==> config.mk <==
export PLATFORM = sky130hd
export DESIGN_NAME = lsi_ctrl
export DESIGN_NICKNAME = d
export VERILOG_FILES = /design/src/core/lsi_pkg.sv /design/src/core/lsi_ctrl.sv
export VERILOG_INCLUDE_DIRS = /design/src /design/src/core
export SDC_FILE = /design/constraint.sdc
export NUM_CORES = 1
export LEC_CHECK = 0
export BUFFER_PORTS_ARGS = -buffer_cell sky130_fd_sc_hd__buf_2
export CORE_MARGIN = 2
export CORE_UTILIZATION = 40
export DETAILED_ROUTE_END_ITERATION = 12
export PLACE_DENSITY = 0.6
export REMOVE_ABC_BUFFERS = 1
export SLEW_MARGIN = 5
export SYNTH_ARGS = -nofsm -noshare
export SYNTH_HDL_FRONTEND = slang
export SYNTH_SLANG_ARGS = --single-unit
==> constraint.sdc <==
create_clock -name pclk -period 1.9 [get_ports pclk]
set_input_delay 0.285 -clock pclk [delete_from_list [all_inputs] [get_ports pclk]]
set_output_delay 0.285 -clock pclk [all_outputs]
set_load 0.01 [all_outputs]
==> src/core/lsi_consts.svh <==
// Constants for the laser safety and indicator controller
`ifndef LSI_CONSTS_SVH
`define LSI_CONSTS_SVH

// Clock rate and timing figures
`define LSI_CLK_HZ 250000000
`define LSI_WARN_S 5
`define LSI_BLINK_HZ 1
`define LSI_SETTLE_CYC 16

// Register byte offsets
`define LSI_OFS_CTRL 12'h000
`define LSI_OFS_STATE 12'h004
`define LSI_OFS_IRQ_STAT 12'h008
`define LSI_OFS_IRQ_MASK 12'h00C

// Reset values
`define LSI_CTRL_RST 16'h0000
`define LSI_MASK_RST 5'h00

// Control field positions
`define LSI_CTRL_EN_LSB 0
`define LSI_CTRL_SHUT_LSB 8

// Interrupt bit positions
`define LSI_IRQ_ALARM 0
`define LSI_IRQ_ILK 1
`define LSI_IRQ_WARN 2
`define LSI_IRQ_EMIT 3
`define LSI_IRQ_BLANK 4
`define LSI_NIRQ 5

`endif

==> src/core/lsi_pkg.sv <==
// Types for the laser safety and indicator controller
`default_nettype none
package lsi_pkg;

  typedef enum logic [2:0] {
    LSI_IDLE = 3'h1,
    LSI_WARN = 3'h2,
    LSI_EMIT = 3'h4
  } lsi_state_t;

  typedef struct packed {
    logic key_on;
    logic ilk_closed;
    logic shut_sw_open;
    logic blank_sw;
    logic blank_sock;
  } lsi_panel_t;

  typedef struct packed {
    logic status;
    logic alarm;
    logic emission;
    logic shutter;
    logic blank;
  } lsi_leds_t;

endpackage : lsi_pkg

`default_nettype wire

==> src/core/lsi_ctrl.sv <==
// Safety interlock, emission sequencing and panel LEDs
// Operation
// - Green status LED dark while no source is enabled for emission.
// - Green LED steady when all enabled sources emit and are stabilized.
// - Green LED blinks while any enabled source is still stabilizing.
// - Red alarm LED steady on any source alarm or open interlock.
// - Open interlock loop disables emission of every source.
// - No emission while the emission key is absent or off.
// - Key on starts emission only once the unit is ready.
// - White emission LED steady on while the key is switched on.
// - Emission LED blinks five seconds before emission; emission waits for it.
// - Panel shutter switch closed forces every shutter closed.
// - Shutter switch LED lit only while that switch is open.
// - Blanking cuts all source output and lights the blanking LED.
// - Rear blanking socket also blanks all sources at once.
// - Shutter driven by electrical input or software command.
// - Each source output follows its digital modulation input.
// - Independent status and control per source, up to two sources.
//
// Our own choices: the APB slave port and the address map.
`timescale 1ns/1ps
`default_nettype none
`include "lsi_consts.svh"

module lsi_ctrl
  import lsi_pkg::*;
#(
  parameter int unsigned NSRC = 2,
  parameter int unsigned WARN_CYC = `LSI_WARN_S * `LSI_CLK_HZ,
  parameter int unsigned BLINK_HALF_CYC = `LSI_CLK_HZ / (2 * `LSI_BLINK_HZ)
) (
  // Clock and reset
  input wire logic pclk,
  input wire logic presetn,
  // APB slave
  input wire logic psel,
  input wire logic penable,
  input wire logic pwrite,
  input wire logic [11:0] paddr,
  input wire logic [31:0] pwdata,
  output logic [31:0] prdata,
  output logic pready,
  output logic pslverr,
  // Panel and unit inputs
  input wire lsi_panel_t panel,
  input wire logic unit_ready,
  // Per-source inputs
  input wire logic [NSRC-1:0] src_alarm,
  input wire logic [NSRC-1:0] src_stab,
  input wire logic [NSRC-1:0] mod_in,
  input wire logic [NSRC-1:0] shut_cmd_in,
  // Per-source outputs
  output logic [NSRC-1:0] emit_en,
  output logic [NSRC-1:0] src_out_on,
  output logic [NSRC-1:0] shutter_open,
  // Indicators and interrupt
  output lsi_leds_t leds,
  output logic irq
);

  localparam int unsigned NIN = 6 + 4 * NSRC;

  // State
  lsi_state_t st_reg;
  lsi_state_t st_next;
  logic [31:0] warn_cnt_reg;
  logic [31:0] warn_cnt_next;
  logic [31:0] blink_cnt_reg;
  logic [31:0] blink_cnt_next;
  logic blink_reg;
  logic [NIN-1:0] in_prev_reg;
  logic [4:0] settle_cnt_reg;
  logic settled_reg;
  logic [NSRC-1:0] src_en_reg;
  logic [NSRC-1:0] sw_shut_reg;
  logic [`LSI_NIRQ-1:0] irq_stat_reg;
  logic [`LSI_NIRQ-1:0] irq_stat_next;
  logic [`LSI_NIRQ-1:0] irq_mask_reg;
  logic alarm_q_reg;
  logic ilk_q_reg;
  logic blank_q_reg;
  logic [31:0] prdata_reg;
  lsi_leds_t leds_reg;
  logic [NSRC-1:0] emit_en_reg;
  logic [NSRC-1:0] src_out_reg;
  logic [NSRC-1:0] shut_open_reg;

  // Bus decode
  wire logic wr_acc;
  wire logic rd_setup;
  wire logic hit_ctrl;
  wire logic hit_state;
  wire logic hit_stat;
  wire logic hit_mask;
  wire logic hit_any;
  wire logic [31:0] rd_mux;

  assign hit_ctrl = paddr == `LSI_OFS_CTRL;
  assign hit_state = paddr == `LSI_OFS_STATE;
  assign hit_stat = paddr == `LSI_OFS_IRQ_STAT;
  assign hit_mask = paddr == `LSI_OFS_IRQ_MASK;
  assign hit_any = hit_ctrl | hit_state | hit_stat | hit_mask;
  assign wr_acc = psel & penable & pwrite & hit_any;
  assign rd_setup = psel & ~penable & ~pwrite;
  assign pready = 1'b1;
  assign pslverr = psel & penable & ~hit_any;
  assign prdata = prdata_reg;

  wire logic [15:0] ctrl_val;
  wire logic [31:0] state_val;

  assign ctrl_val = 16'((32'(sw_shut_reg) << `LSI_CTRL_SHUT_LSB)
                        | (32'(src_en_reg) << `LSI_CTRL_EN_LSB));
  assign state_val = {9'h000, settled_reg, st_reg, 3'h0, panel,
                      unit_ready, 2'h0, 4'(src_alarm), 4'(src_stab)};
  assign rd_mux = hit_ctrl ? {16'h0000, ctrl_val} :
                  hit_state ? state_val :
                  hit_stat ? {27'h0000000, irq_stat_reg} :
                  hit_mask ? {27'h0000000, irq_mask_reg} :
                  32'h00000000;

  // Input stability after reset
  wire logic [NIN-1:0] in_vec;
  wire logic in_same;

  assign in_vec = {panel, unit_ready, src_alarm, src_stab,
                   mod_in, shut_cmd_in};
  assign in_same = in_vec == in_prev_reg;

  always_ff @(posedge pclk or negedge presetn) begin
    if (!presetn) begin
      in_prev_reg <= '0;
      settle_cnt_reg <= 5'h00;
      settled_reg <= 1'b0;
    end else begin
      in_prev_reg <= in_vec;
      settle_cnt_reg <= in_same ? settle_cnt_reg + 5'h01 : 5'h00;
      if (in_same && settle_cnt_reg == 5'(`LSI_SETTLE_CYC - 1)) begin
        settled_reg <= 1'b1;
      end
    end
  end

  // Blink divider
  wire logic blink_wrap;

  assign blink_wrap = blink_cnt_reg == BLINK_HALF_CYC - 1;
  assign blink_cnt_next = blink_wrap ? 32'h00000000 : blink_cnt_reg + 32'h00000001;

  always_ff @(posedge pclk or negedge presetn) begin
    if (!presetn) begin
      blink_cnt_reg <= 32'h00000000;
      blink_reg <= 1'b0;
    end else begin
      blink_cnt_reg <= blink_cnt_next;
      if (blink_wrap) begin
        blink_reg <= ~blink_reg;
      end
    end
  end

  // Emission sequencing
  wire logic permit;
  wire logic start_ok;
  wire logic warn_done;

  assign permit = panel.key_on & panel.ilk_closed & settled_reg;
  assign start_ok = permit & unit_ready;
  assign warn_done = warn_cnt_reg == WARN_CYC - 1;

  always_comb begin
    st_next = st_reg;
    warn_cnt_next = 32'h00000000;
    unique case (st_reg)
      LSI_IDLE: begin
        if (start_ok) begin
          st_next = LSI_WARN;
        end
      end
      LSI_WARN: begin
        warn_cnt_next = warn_cnt_reg + 32'h00000001;
        if (!permit) begin
          st_next = LSI_IDLE;
        end else if (warn_done) begin
          st_next = LSI_EMIT;
        end
      end
      LSI_EMIT: begin
        if (!permit) begin
          st_next = LSI_IDLE;
        end
      end
      default: begin
        st_next = LSI_IDLE;
      end
    endcase
  end

  always_ff @(posedge pclk or negedge presetn) begin
    if (!presetn) begin
      st_reg <= LSI_IDLE;
      warn_cnt_reg <= 32'h00000000;
    end else begin
      st_reg <= st_next;
      warn_cnt_reg <= warn_cnt_next;
    end
  end

  // Per-source outputs
  wire logic emitting;
  wire logic blank_c;
  wire logic alarm_c;
  wire logic [NSRC-1:0] en_c;
  wire logic [NSRC-1:0] out_c;
  wire logic [NSRC-1:0] shut_c;
  wire logic [NSRC-1:0] stab_ok;

  assign emitting = st_reg == LSI_EMIT && permit;
  assign blank_c = panel.blank_sw | panel.blank_sock;
  assign alarm_c = |src_alarm | ~panel.ilk_closed;

  for (genvar i = 0; i < NSRC; i++) begin : g_src
    assign en_c[i] = emitting & src_en_reg[i];
    assign out_c[i] = en_c[i] & mod_in[i] & ~blank_c;
    assign shut_c[i] = settled_reg & panel.shut_sw_open
                       & (shut_cmd_in[i] | sw_shut_reg[i]);
    assign stab_ok[i] = src_stab[i] | ~en_c[i];
  end

  // Indicators
  lsi_leds_t leds_c;

  always_comb begin
    leds_c = '0;
    if (settled_reg) begin
      leds_c.status = ~|en_c ? 1'b0 :
                      &stab_ok ? 1'b1 :
                      blink_reg;
      leds_c.alarm = alarm_c;
      leds_c.emission = st_next == LSI_WARN ? blink_reg :
                        panel.key_on;
      leds_c.shutter = panel.shut_sw_open;
      leds_c.blank = blank_c;
    end
  end

  always_ff @(posedge pclk or negedge presetn) begin
    if (!presetn) begin
      leds_reg <= '0;
      emit_en_reg <= '0;
      src_out_reg <= '0;
      shut_open_reg <= '0;
    end else begin
      leds_reg <= leds_c;
      emit_en_reg <= en_c;
      src_out_reg <= out_c;
      shut_open_reg <= shut_c;
    end
  end

  assign leds = leds_reg;
  assign emit_en = emit_en_reg;
  assign src_out_on = src_out_reg;
  assign shutter_open = shut_open_reg;

  // Interrupt events
  wire logic [`LSI_NIRQ-1:0] ev;
  wire logic [`LSI_NIRQ-1:0] w1c;

  assign ev[`LSI_IRQ_ALARM] = settled_reg & alarm_c & ~alarm_q_reg;
  assign ev[`LSI_IRQ_ILK] = settled_reg & ~panel.ilk_closed & ilk_q_reg;
  assign ev[`LSI_IRQ_WARN] = st_next == LSI_WARN && st_reg != LSI_WARN;
  assign ev[`LSI_IRQ_EMIT] = st_next == LSI_EMIT && st_reg != LSI_EMIT;
  assign ev[`LSI_IRQ_BLANK] = settled_reg & blank_c & ~blank_q_reg;
  assign w1c = (wr_acc & hit_stat) ? pwdata[`LSI_NIRQ-1:0] : '0;
  assign irq_stat_next = (irq_stat_reg & ~w1c) | ev;
  assign irq = |(irq_stat_reg & irq_mask_reg);

  // Registers
  always_ff @(posedge pclk or negedge presetn) begin
    if (!presetn) begin
      src_en_reg <= NSRC'(`LSI_CTRL_RST);
      sw_shut_reg <= NSRC'(`LSI_CTRL_RST);
      irq_mask_reg <= `LSI_MASK_RST;
      irq_stat_reg <= '0;
      alarm_q_reg <= 1'b0;
      ilk_q_reg <= 1'b1;
      blank_q_reg <= 1'b0;
      prdata_reg <= 32'h00000000;
    end else begin
      irq_stat_reg <= irq_stat_next;
      alarm_q_reg <= alarm_c;
      ilk_q_reg <= panel.ilk_closed;
      blank_q_reg <= blank_c;
      if (rd_setup) begin
        prdata_reg <= rd_mux;
      end
      if (wr_acc && hit_ctrl) begin
        src_en_reg <= pwdata[`LSI_CTRL_EN_LSB +: NSRC];
        sw_shut_reg <= pwdata[`LSI_CTRL_SHUT_LSB +: NSRC];
      end
      if (wr_acc && hit_mask) begin
        irq_mask_reg <= pwdata[`LSI_NIRQ-1:0];
      end
    end
  end
endmodule : lsi_ctrl

`default_nettype wire

==> impl_metrics.env <==
export IMPL_io_pins=109
export IMPL_finClkSkew_ns=0.00743
export IMPL_critPathKind="flip-flop to flip-flop"
export IMPL_endpoint="blink_cnt_reg[30]"
export IMPL_first_global_vias=4695
export IMPL_synth_main_ff_cell="dfrtp_1"
export IMPL_cts_max_level=4
export IMPL_startpoint_type="flip-flop"
export IMPL_cts_sinks=134
export IMPL_report_final_slew_viol_count=0
export IMPL_max_vdd_ir_drop_uv=562
export IMPL_yosysWarningCount=0
export IMPL_r2r_end="blink_cnt_reg[30]"
export IMPL_grt_busiest_layer="met2"
export IMPL_first_pass_iters=4
export IMPL_antenna_left=0
export IMPL_synth_seq_cells=134
export IMPL_syn_instance_count=571
export IMPL_synthTopCellsByCount="dfrtp_1, nor2_1, nand2_1"
export IMPL_timing_final_crit_share_pct=99.1
export IMPL_max_stage_delay_ns=0.43
export IMPL_gp_congestion=0.798
export IMPL_io_buffers=68
export IMPL_synth_edff_count=0
export IMPL_critical_path_max_fanout=5
export IMPL_grt_max_degree=52
export IMPL_cts_tree="yes"
export IMPL_post_route_cells_drive_above_1_share_pct=27.1
export IMPL_start_util_pct=40.6
export IMPL_crit_start="blink_cnt_reg[10]"
export IMPL_fin_crit_ns=1.88
export IMPL_clockRootBuffer="clkbuf_16"
export IMPL_synth_top_cell_area_share_pct=54.1
export IMPL_synth_most_common_cell="dfrtp_1"
export IMPL_max_freq_mhz=531
export IMPL_drc=0
export IMPL_wl_um=13600
export IMPL_clockBufferDepth=2
export IMPL_rrSetupSlack_ns=0.02
export IMPL_maxSlewHeadroom_pct=64.6
export IMPL_tightest_slew_ns=0.526
export IMPL_hold_class="input pin to flip-flop"
export IMPL_antenna_found_initial=0
export IMPL_placed_area_um2=6920
export IMPL_drv_cap=0
export IMPL_met2_usage_pct=28.8
export IMPL_fill_cells=1335
export IMPL_wl_per_cell_um=15.2
export IMPL_reg2reg_from="blink_cnt_reg[10]"
export IMPL_met1_usage_pct=24.6
export IMPL_vias=4557
export IMPL_dp_hpwl_um=9460
export IMPL_worst_path_max_delay_cell="dfrtp_1"
export IMPL_finalInstanceArea_um2=7710
export IMPL_clock_latency_ns=0.42
export IMPL_cp_cell_sequence="nor4_1 -> nand4_1 -> nor4_4 -> buf_4 -> nor2_1 -> mux2_2"
export IMPL_worstPathRequired_ns=2.20
export IMPL_avgSynthCellArea_um2=10.7
export IMPL_pwr_density_cell_nw_per_um2=844
export IMPL_synthArstFlopShare_pct=100
export IMPL_use_met3_pct=4.23
export IMPL_synth_cell_types=52
export IMPL_vias_per_cell=5.09
export IMPL_dieArea_um2=16300
export IMPL_chipWidth_um=128
export IMPL_rsz0062_at_grt="yes"
export IMPL_syn_area_um2=6110
export IMPL_cts_buffers=17
export IMPL_antennaDiodeCount=0
export IMPL_worstHoldStart="mod_in[0]"
export IMPL_grt_first_pass_wirelength_um=23300
export IMPL_status="completed"
export IMPL_grt_overflow=0
export IMPL_nets=763
export IMPL_drt_iter0_drc=346
export IMPL_clk_pin_slew_ns=0.06
export IMPL_fp_row_count=45
export IMPL_post_route_util_pct=51.3
export IMPL_critical_path_endpoint_type="flip-flop"
export IMPL_die_h_um=128
export IMPL_seq_area_frac_synth_pct=54.9
export IMPL_leakagePower_nw=3.62
export IMPL_yosysTopAreaCell="dfrtp_1"
export IMPL_area_delta_synth_final_pct=26.2
export IMPL_hold_violations=0
export IMPL_power_mw=6.50
export IMPL_worst_ep_arrival_time_ns=2.18
export IMPL_core_area_um2=15000
export IMPL_synthTopCellsByArea="dfrtp_1, xnor2_1, xor2_1"
export IMPL_rr_worst_depth=6
export IMPL_setup_viol=0
export IMPL_track_usage_pct=18.2
stage by stage:
step	std cells	hold slack [ns]	TNS, ns	worst slack, ns
after floorplan	555	-0.0106	-3.29	-0.250
after global placement	855	0.300	0	0.0159
after detailed placement	855	0.301	-0.0725	-0.0422
after CTS	892	0.00295	0	0.000703
after global routing	896	0.0135	-0.363	-0.0831
final	896	0.0195	0	0.0167
cells by family (layout without fill, tap and decap cells):
group / Yosys count / after routing / synth area share [%]
other cells: 2 / 15 / 0.123
mux: 15 / 15 / 3.09
compound gates: 53 / 53 / 6.02
simple gates: 252 / 252 / 21.7
xor+xnor: 66 / 66 / 9.47
flops: 134 / 134 / 54.9
buf+inv: 45 / 169 / 3.81
fa+ha+maj: 4 / 4 / 0.820
timing repair:
item                                    CTS  global route
setup buffers                             2             5
hold endpoints to repair                 37             0
pin swaps                                 0             2
resized for setup                         2            18
hold buffers                              4             0
endpoints found under the setup margin    3            11
routing by layer:
metal / wire length (um) / part of all wire, % / vias to the layer above
met5: 0 / 0 / -
met4: 137 / 1.0 / 0
met3: 525 / 3.9 / 14
met2: 6560 / 48 / 79
met1: 6380 / 47 / 2242
li1: - / - / 2222
power breakdown:
| group | internal (mW) | switching (mW) |
|---|---|---|
| sequential | 2.88 | 0.00737 |
| combinational | 0.0730 | 0.140 |
| clock | 2.22 | 1.19 |
| total | 5.17 | 1.33 |
layout make-up:
cell class | instances | area, um2 | share of cell area [%]
inverter | 16 | 60.1 | 0.779
multi-input combinational | 405 | 2650 | 34.4
tap | 188 | 235 | 3.05
clock buffer | 23 | 498 | 6.46
sequential | 134 | 3360 | 43.6
clock inverter | 8 | 120 | 1.56
timing repair buffer | 122 | 783 | 10.2
worst max-delay path: cells and delay by family, from the launching register on:
kind | cells | cell delay [ns]
buffers and inverters | 1 | 0.18
DFF | 1 | 0.43
muxes | 1 | 0.26
and+or+nand+nor | 4 | 0.89
worst min-delay path by stage:
stage	end	slack [ns]	cells past startpoint
floorplan	alarm_q_reg	-0.01	0
global placement	prdata[5]	0.30	1
detailed placement	prdata[5]	0.30	1
CTS	in_prev_reg[2]	0.003	1
global route	in_prev_reg[2]	0.01	1
finish	in_prev_reg[2]	0.02	1
placed cells by master, fill, tap and decap left out, types with 3 or more instances in the layout:
cell | netlist | routed
ha_1 | 4 | 3
buf_4 | 16 | 49
and4_1 | 9 | 6
nor4_1 | 16 | 14
nand2_1 | 48 | 48
o21ai_0 | 12 | 12
dfrtp_1 | 132 | 130
nand4_1 | 18 | 18
dlygate4sd3_1 | 0 | 4
clkinv_2 | 0 | 3
o31ai_1 | 4 | 4
nand3_1 | 28 | 28
nor4b_2 | 0 | 3
or3_1 | 12 | 10
nor2b_1 | 3 | 3
nor3_1 | 15 | 14
buf_2 | 3 | 67
and4_4 | 1 | 4
clkbuf_8 | 0 | 5
conb_1 | 2 | 15
a22o_1 | 14 | 14
bufinv_16 | 0 | 3
xor2_1 | 32 | 32
xnor2_1 | 34 | 34
clkbuf_16 | 0 | 17
a21oi_1 | 12 | 11
inv_1 | 16 | 16
and2_1 | 8 | 8
mux2_2 | 11 | 11
nor2_1 | 66 | 66
and3_1 | 10 | 10
Note: power is estimated with default switching activity, not from simulation.
